File: src/rdpc_pkg.sv
// constants for the read data parity checker
package rdpc_pkg;
  localparam int unsigned DATA_W = 64;
  localparam int unsigned LANES = 8;
  localparam int unsigned CTRL_W = 8;
  localparam int unsigned ADDR_W = 32;
  localparam int unsigned REG_AW = 5;

  // register byte offsets
  localparam logic [REG_AW-1:0] OFS_FEATURE = 5'h00;
  localparam logic [REG_AW-1:0] OFS_STATUS = 5'h04;
  localparam logic [REG_AW-1:0] OFS_MASK = 5'h08;
  localparam logic [REG_AW-1:0] OFS_LOG_ADDR = 5'h0c;
  localparam logic [REG_AW-1:0] OFS_LOG_CTRL = 5'h10;
  localparam logic [REG_AW-1:0] OFS_ERR_COUNT = 5'h14;

  // feature control register fields
  localparam int unsigned FEAT_MCE_BIT = 0;
  localparam int unsigned FEAT_DUAL_BIT = 1;
  // status and mask fields
  localparam int unsigned ST_PARITY_BIT = 0;
  localparam int unsigned ST_LOGGED_BIT = 1;
  localparam int unsigned ST_W = 2;
  // log control fields
  localparam int unsigned LOG_CTRL_LSB = 0;
  localparam int unsigned LOG_LANE_LSB = 8;

  // reset values
  localparam logic [1:0] FEATURE_RST = 2'h0;
  localparam logic [ST_W-1:0] STATUS_RST = 2'h0;
  localparam logic [ST_W-1:0] MASK_RST = 2'h0;
  localparam logic [ADDR_W-1:0] LOG_ADDR_RST = 32'h0000_0000;
  localparam logic [15:0] LOG_CTRL_RST = 16'h0000;
  localparam logic [15:0] ERR_COUNT_RST = 16'h0000;

  // delay stages from burst ready to status output
  localparam int unsigned DELAY_SINGLE = 2;
  localparam int unsigned DELAY_DUAL = 3;

  // axi responses
  localparam logic [1:0] RESP_OKAY = 2'h0;
  localparam logic [1:0] RESP_SLVERR = 2'h2;
endpackage : rdpc_pkg

File: src/rdpc_top.sv
// read data parity checker with axi4-lite registers and interrupt
`timescale 1ns/1ps

// How it works
// check parity on read cycles only
// status low two clocks after burst ready
// one low clock per erroneous clock
// invalid byte lanes never flag errors
// dual mode delays status to three clocks
// enable sampled low captures address and control
// capture plus enable bit raises machine check
// system drives exception enable with bad read
// even parity, one bit per byte
module rdpc_top (
  // clock and reset
  input wire logic CLK_SYS,
  input wire logic RSTN,
  // processor bus side, synchronous to CLK_SYS
  input wire logic BURST_READY_N,
  input wire logic READ_CYCLE,
  input wire logic [rdpc_pkg::DATA_W-1:0] READ_DATA,
  input wire logic [rdpc_pkg::LANES-1:0] READ_PARITY,
  input wire logic [rdpc_pkg::LANES-1:0] BYTE_VALID,
  input wire logic PARITY_EXCEPTION_ENABLE_N,
  input wire logic [rdpc_pkg::ADDR_W-1:0] CYCLE_ADDR,
  input wire logic [rdpc_pkg::CTRL_W-1:0] CYCLE_CTRL,
  output logic PARITY_ERROR_STATUS_N,
  // core side machine check
  input wire logic MACHINE_CHECK_ACK,
  output logic MACHINE_CHECK_REQ,
  // axi4-lite slave
  input wire logic [rdpc_pkg::ADDR_W-1:0] S_AXI_AWADDR,
  input wire logic S_AXI_AWVALID,
  output logic S_AXI_AWREADY,
  input wire logic [31:0] S_AXI_WDATA,
  input wire logic [3:0] S_AXI_WSTRB,
  input wire logic S_AXI_WVALID,
  output logic S_AXI_WREADY,
  output logic [1:0] S_AXI_BRESP,
  output logic S_AXI_BVALID,
  input wire logic S_AXI_BREADY,
  input wire logic [rdpc_pkg::ADDR_W-1:0] S_AXI_ARADDR,
  input wire logic S_AXI_ARVALID,
  output logic S_AXI_ARREADY,
  output logic [31:0] S_AXI_RDATA,
  output logic [1:0] S_AXI_RRESP,
  output logic S_AXI_RVALID,
  input wire logic S_AXI_RREADY,
  // interrupt
  output logic IRQ
);

  logic [rdpc_pkg::LANES-1:0] lane_bad;
  logic detect;
  logic log_now;
  logic err1_q;
  logic err2_q;
  logic parity_error_status_n_n_q;
  logic mce_q;
  logic dual_q;
  logic mcreq_q;
  logic [rdpc_pkg::ST_W-1:0] status_q;
  logic [rdpc_pkg::ST_W-1:0] mask_q;
  logic [rdpc_pkg::ST_W-1:0] st_set;
  logic [rdpc_pkg::ST_W-1:0] st_clr;
  logic [rdpc_pkg::ADDR_W-1:0] log_addr_q;
  logic [15:0] log_ctrl_q;
  logic [15:0] err_count_q;
  logic irq_q;

  // bus slave state
  logic awready_q;
  logic wready_q;
  logic aw_have_q;
  logic w_have_q;
  logic [rdpc_pkg::REG_AW-1:0] waddr_q;
  logic [31:0] wdata_q;
  logic [3:0] wstrb_q;
  logic bvalid_q;
  logic [1:0] bresp_q;
  logic arready_q;
  logic rvalid_q;
  logic [31:0] rdata_q;
  logic [1:0] rresp_q;
  logic wr_do;
  logic wr_lo;
  logic [rdpc_pkg::REG_AW-1:0] raddr;
  logic [31:0] rd_val;
  logic rd_hit;

  // per-lane even parity over eight data bits and one parity bit
  genvar g;
  generate
    for (g = 0; g < rdpc_pkg::LANES; g++)
    begin : g_lane
      assign lane_bad[g] = BYTE_VALID[g] &
        (^{READ_DATA[8*g +: 8], READ_PARITY[g]});
    end
  endgenerate

  // only a returned read word is judged
  assign detect = ~BURST_READY_N & READ_CYCLE & (|lane_bad);
  assign log_now = detect & ~PARITY_EXCEPTION_ENABLE_N;

  // delay line from burst ready clock to status pin
  always_ff @(posedge CLK_SYS or negedge RSTN)
  begin
    if (!RSTN)
    begin
      err1_q <= 1'b0;
      err2_q <= 1'b0;
      parity_error_status_n_n_q <= 1'b1;
    end
    else
    begin
      err1_q <= detect;
      err2_q <= err1_q;
      // each erroneous clock yields exactly one low clock
      parity_error_status_n_n_q <= dual_q ? ~err2_q : ~err1_q;
    end
  end

  // machine check capture of the failing cycle
  always_ff @(posedge CLK_SYS or negedge RSTN)
  begin
    if (!RSTN)
    begin
      log_addr_q <= rdpc_pkg::LOG_ADDR_RST;
      log_ctrl_q <= rdpc_pkg::LOG_CTRL_RST;
    end
    else if (log_now)
    begin
      log_addr_q <= CYCLE_ADDR;
      log_ctrl_q <= {lane_bad, CYCLE_CTRL};
    end
  end

  // request stays up until the core takes it; a new capture with mce_q set wins over ack
  always_ff @(posedge CLK_SYS or negedge RSTN)
  begin
    if (!RSTN)
      mcreq_q <= 1'b0;
    else if (log_now && mce_q)
      mcreq_q <= 1'b1;
    else if (MACHINE_CHECK_ACK)
      mcreq_q <= 1'b0;
  end

  // error counter saturates instead of wrapping
  always_ff @(posedge CLK_SYS or negedge RSTN)
  begin
    if (!RSTN)
      err_count_q <= rdpc_pkg::ERR_COUNT_RST;
    else if (detect && err_count_q != 16'hffff)
      err_count_q <= err_count_q + 16'h0001;
  end

  // sticky status, set wins over write-one-to-clear
  assign st_set = {log_now, detect};
  assign st_clr = (wr_do && wr_lo && waddr_q == rdpc_pkg::OFS_STATUS) ?
    wdata_q[rdpc_pkg::ST_W-1:0] : '0;

  always_ff @(posedge CLK_SYS or negedge RSTN)
  begin
    if (!RSTN)
    begin
      status_q <= rdpc_pkg::STATUS_RST;
      irq_q <= 1'b0;
    end
    else
    begin
      status_q <= (status_q & ~st_clr) | st_set;
      irq_q <= |(((status_q & ~st_clr) | st_set) & mask_q);
    end
  end

  // software written controls
  assign wr_do = aw_have_q & w_have_q & ~bvalid_q;
  assign wr_lo = wstrb_q[0];

  always_ff @(posedge CLK_SYS or negedge RSTN)
  begin
    if (!RSTN)
    begin
      mce_q <= rdpc_pkg::FEATURE_RST[rdpc_pkg::FEAT_MCE_BIT];
      dual_q <= rdpc_pkg::FEATURE_RST[rdpc_pkg::FEAT_DUAL_BIT];
      mask_q <= rdpc_pkg::MASK_RST;
    end
    else if (wr_do && wr_lo)
    begin
      if (waddr_q == rdpc_pkg::OFS_FEATURE)
      begin
        mce_q <= wdata_q[rdpc_pkg::FEAT_MCE_BIT];
        // switching delay mid-burst may merge or drop one status clock
        dual_q <= wdata_q[rdpc_pkg::FEAT_DUAL_BIT];
      end
      if (waddr_q == rdpc_pkg::OFS_MASK)
        mask_q <= wdata_q[rdpc_pkg::ST_W-1:0];
    end
  end

  // write channels taken independently, response after both
  always_ff @(posedge CLK_SYS or negedge RSTN)
  begin
    if (!RSTN)
    begin
      awready_q <= 1'b1;
      wready_q <= 1'b1;
      aw_have_q <= 1'b0;
      w_have_q <= 1'b0;
      waddr_q <= '0;
      wdata_q <= 32'h0000_0000;
      wstrb_q <= 4'h0;
      bvalid_q <= 1'b0;
      bresp_q <= rdpc_pkg::RESP_OKAY;
    end
    else
    begin
      if (S_AXI_AWVALID && awready_q)
      begin
        waddr_q <= S_AXI_AWADDR[rdpc_pkg::REG_AW-1:0];
        aw_have_q <= 1'b1;
        awready_q <= 1'b0;
      end
      if (S_AXI_WVALID && wready_q)
      begin
        wdata_q <= S_AXI_WDATA;
        wstrb_q <= S_AXI_WSTRB;
        w_have_q <= 1'b1;
        wready_q <= 1'b0;
      end
      if (wr_do)
      begin
        bvalid_q <= 1'b1;
        aw_have_q <= 1'b0;
        w_have_q <= 1'b0;
        bresp_q <= (waddr_q == rdpc_pkg::OFS_FEATURE || waddr_q == rdpc_pkg::OFS_STATUS ||
          waddr_q == rdpc_pkg::OFS_MASK) ? rdpc_pkg::RESP_OKAY : rdpc_pkg::RESP_SLVERR;
      end
      if (bvalid_q && S_AXI_BREADY)
      begin
        bvalid_q <= 1'b0;
        awready_q <= 1'b1;
        wready_q <= 1'b1;
      end
    end
  end

  // read decode
  assign raddr = S_AXI_ARADDR[rdpc_pkg::REG_AW-1:0];

  always_comb
  begin
    rd_hit = 1'b1;
    rd_val = 32'h0000_0000;
    unique case (raddr)
      rdpc_pkg::OFS_FEATURE: rd_val = {30'h0, dual_q, mce_q};
      rdpc_pkg::OFS_STATUS: rd_val = {30'h0, status_q};
      rdpc_pkg::OFS_MASK: rd_val = {30'h0, mask_q};
      rdpc_pkg::OFS_LOG_ADDR: rd_val = log_addr_q;
      rdpc_pkg::OFS_LOG_CTRL: rd_val = {16'h0, log_ctrl_q};
      rdpc_pkg::OFS_ERR_COUNT: rd_val = {16'h0, err_count_q};
      default: rd_hit = 1'b0;
    endcase
    if (S_AXI_ARADDR[rdpc_pkg::ADDR_W-1:rdpc_pkg::REG_AW] != '0)
      rd_hit = 1'b0;
  end

  always_ff @(posedge CLK_SYS or negedge RSTN)
  begin
    if (!RSTN)
    begin
      arready_q <= 1'b1;
      rvalid_q <= 1'b0;
      rdata_q <= 32'h0000_0000;
      rresp_q <= rdpc_pkg::RESP_OKAY;
    end
    else if (S_AXI_ARVALID && arready_q)
    begin
      arready_q <= 1'b0;
      rvalid_q <= 1'b1;
      rdata_q <= rd_hit ? rd_val : 32'h0000_0000;
      rresp_q <= rd_hit ? rdpc_pkg::RESP_OKAY : rdpc_pkg::RESP_SLVERR;
    end
    else if (rvalid_q && S_AXI_RREADY)
    begin
      rvalid_q <= 1'b0;
      arready_q <= 1'b1;
    end
  end

  assign PARITY_ERROR_STATUS_N = parity_error_status_n_n_q;
  assign MACHINE_CHECK_REQ = mcreq_q;
  assign IRQ = irq_q;
  assign S_AXI_AWREADY = awready_q;
  assign S_AXI_WREADY = wready_q;
  assign S_AXI_BVALID = bvalid_q;
  assign S_AXI_BRESP = bresp_q;
  assign S_AXI_ARREADY = arready_q;
  assign S_AXI_RVALID = rvalid_q;
  assign S_AXI_RDATA = rdata_q;
  assign S_AXI_RRESP = rresp_q;
endmodule : rdpc_top

File: config.mk
export PLATFORM = sky130hd
export DESIGN_NAME = rdpc_top
export DESIGN_NICKNAME = d
export VERILOG_FILES = /design/src/rdpc_pkg.sv /design/src/rdpc_top.sv
export SDC_FILE = /design/constraint.sdc
export NUM_CORES = 1
export LEC_CHECK = 0
export BUFFER_PORTS_ARGS = -buffer_cell sky130_fd_sc_hd__buf_2
export CAP_MARGIN = 20
export CORE_MARGIN = 3
export CORE_UTILIZATION = 35
export CTS_CLUSTER_SIZE = 28
export DETAILED_ROUTE_END_ITERATION = 8
export GPL_TIMING_DRIVEN = 0
export SYNTH_ARGS = -nofsm -noshare
export SYNTH_HDL_FRONTEND = slang
export SYNTH_SLANG_ARGS = --single-unit
File: constraint.sdc
create_clock -name CLK_SYS -period 3.65 [get_ports CLK_SYS]
set_clock_uncertainty 0.05 [all_clocks]
set_input_delay 0.73 -clock CLK_SYS [delete_from_list [all_inputs] [get_ports CLK_SYS]]
set_output_delay 0.73 -clock CLK_SYS [all_outputs]
set_load 0.02 [all_outputs]
==> results.toml <==
[run_status]
status = "finished clean"

[sta]
finalSetupTns_ns = 0
hold_ws_ns = 0.184
finalCritPeriodShare = 0.775
rsz0062_at_grt = "false"
tightest_slew_ns = 0.710
finalHoldViolCount = 0
finalMaxSlewViolations = 0
fmax_mhz = 354
fin_crit_ns = 2.83
setup_viol = 0
relSlewSlack = 0.527

[die]
core_area_sq_um = 16700
rows = 47
ioPinCount = 275
start_util = 0.359
dieHeight_microns = 137
dieArea_sq_um = 18700
die_x_microns = 137

[synthesis]
synth_seq_area_share = 0.518
synth_seq_cells = 124
synth_ff_type = "dfrtp_1"
netlist_area_sq_um = 6000
async_flop_share = 1.00
synth_edf_count = 0
synth.avg_cell_area_sq_um = 12.7
yosysWarnings = 0
synthDistinctLibCells = 47
synthCells = 472

[layout]
final_cell_mix = "buf_2 (211), dfrtp_1 (120), mux2_2 (52), nand2_1 (38), o21ai_0 (25)"
syn_to_final_growth_pct = 32.9
postLayoutCoreUtil = 0.477
seqCellArea_sq_um = 3110
stdcell_area_sq_um = 7970
fillCellCount = 1554
insertedDiodeCount = 0
drive_above_1_share = 0.447
layout_commonest_cell = "buf_2"
nets = 937
multiInputGateArea_sq_um = 2690

[cts]
cts_buffers = 17
cts.sinks = 124
cts_resized = 0
h-tree-depth = 4
cts-root-buf = "clkbuf_16"
cts_hold_buf = 0
cts_tree = "yes"
clkLatencyLatePin_ns = 0.41
clk_pin_slew_ns = 0.05
clockBufferDepth = 2
post_cts_buffers = 0

[setup_path]
crit_arrival_ns = 3.07
worstPathRequired_ns = 3.89
crit_fanout = 10
end_kind = "flip-flop"
r2r_cells = 8
worstSetupPathType = "input port to flip-flop"
startpoint_type = "input port"

[placement]
place_area_sq_um = 7370
io_buffers = 212
place.gp.congestion = 0.826
dpl.hpwl_microns = 12300

[routing]
via_per_inst = 4.98
routedWlPerCell_microns = 17.3
dr_wl_met3_microns = 1430
dr.pass1.iters = 7
antenna_left = 0
via_count = 4672
wl_met1_microns = 6420
drcViolationCount = 0
first_iter_violations = 289
wl_met2_microns = 8100
wl_microns = 16200
routed.top_layer = "met5"

[power_and_ir_drop]
leakage_nw = 3.96
power_density_nw_per_um2 = 550
irDropWorstVdd_mv = 0.351

[global_route]
overflow = 0
antenna_found_initial = 1
track_usage = 0.175
grt_pass1_vias = 4989
grt_max_degree = 83
grt_pass1_wl_microns = 25100

[flow_run]
cap_viol_max_count = 0

[worst_hold_path]
hold_path_class = "input port to asynchronous set/reset pin"
layer usage:
layer  GRT usage  vias to the layer above
li1            -                     2177
met1       0.202                     2277
met2       0.305                      192
met3      0.0599                       24
met4      0.0588                        2
met5           0                        -
per-stage QoR:
| step | std cells | power (mW) | setup WS, ns |
|---|---|---|---|
| after floorplan | 473 | 2.40 | 0.942 |
| after global placement | 905 | 2.67 | 0.213 |
| after detailed placement | 906 | 2.72 | 0.393 |
| after CTS | 938 | 4.44 | 0.831 |
| after global routing | 938 | 4.61 | 0.738 |
| final | 938 | 4.38 | 0.823 |
cell families (layout without fill, tap and decap cells):
family	after synthesis	count (layout)	share of synthesized area
AND/OR/NAND/NOR	113	113	0.108
other	1	2	0.000625
multiplexers	73	73	0.135
XOR/XNOR	55	55	0.117
flip-flops	124	124	0.518
AO/OA/AOI/OAI	67	67	0.0853
adder cells (fa/ha/maj)	1	1	0.00209
buffers and inverters	38	283	0.0338
cells in the mapped netlist (all sizes together) (11+ instances only):
master / number / area, sq um
a222oi: 16 / 160
a22o: 17 / 149
clkbuf: 14 / 52.6
dfrtp: 120 / 3000
inv: 14 / 52.6
mux2: 61 / 687
mux2i: 12 / 120
nand2: 38 / 143
nand3: 11 / 55.1
nor4: 14 / 128
o21ai: 25 / 125
xnor2: 20 / 175
xnor3: 16 / 360
xor2: 19 / 166
worst max-delay path, stage by stage:
cell and delay, ns:
buf_2 0.08, xnor3_1 0.38, or2_2 0.28, mux2i_1 0.36, nor2_1 0.17, a311oi_4 0.46
buf_6 0.25, mux2_2 0.35
registers in the layout, summed over array words and instances, names as in the netlist, 2 cells and up:
signal	cells
err_count_q	16
log_addr_q	32
wdata_q	2
mask_q	2
S_AXI_RDATA	32
status_q	2
waddr_q	5
log_ctrl_q	16
layout make-up:
cell class | count | share of cell area
multi-input combinational | 311 | 0.338
clock inverter | 8 | 0.0144
sequential | 124 | 0.390
tap | 220 | 0.0346
clock buffer | 24 | 0.0605
inverter | 14 | 0.00660
timing repair buffer | 213 | 0.137
buffer | 24 | 0.0188
where the power goes:
| part | total (mW) | switching, mW | internal [mW] | leakage, nW |
|---|---|---|---|---|
| clock network | 1.70 | 0.577 | 1.12 | 0.298 |
| registers | 1.89 | 0.213 | 1.68 | 1.57 |
| logic | 0.795 | 0.342 | 0.453 | 2.08 |
worst paths after layout:
check,to,start,slack (ns)
setup / recovery,log_addr_q[3],READ_DATA[56],0.82
hold / removal,S_AXI_BVALID,RSTN,0.18
setup reg to reg,S_AXI_RDATA[25],S_AXI_ARREADY,1.04
hold reg to reg,err2_q,err1_q,0.33
max in group asynchronous,S_AXI_ARREADY,RSTN,2.61
min in group CLK_SYS,err2_q,err1_q,0.33
No activity file was read; power rests on OpenSTA's default activity.
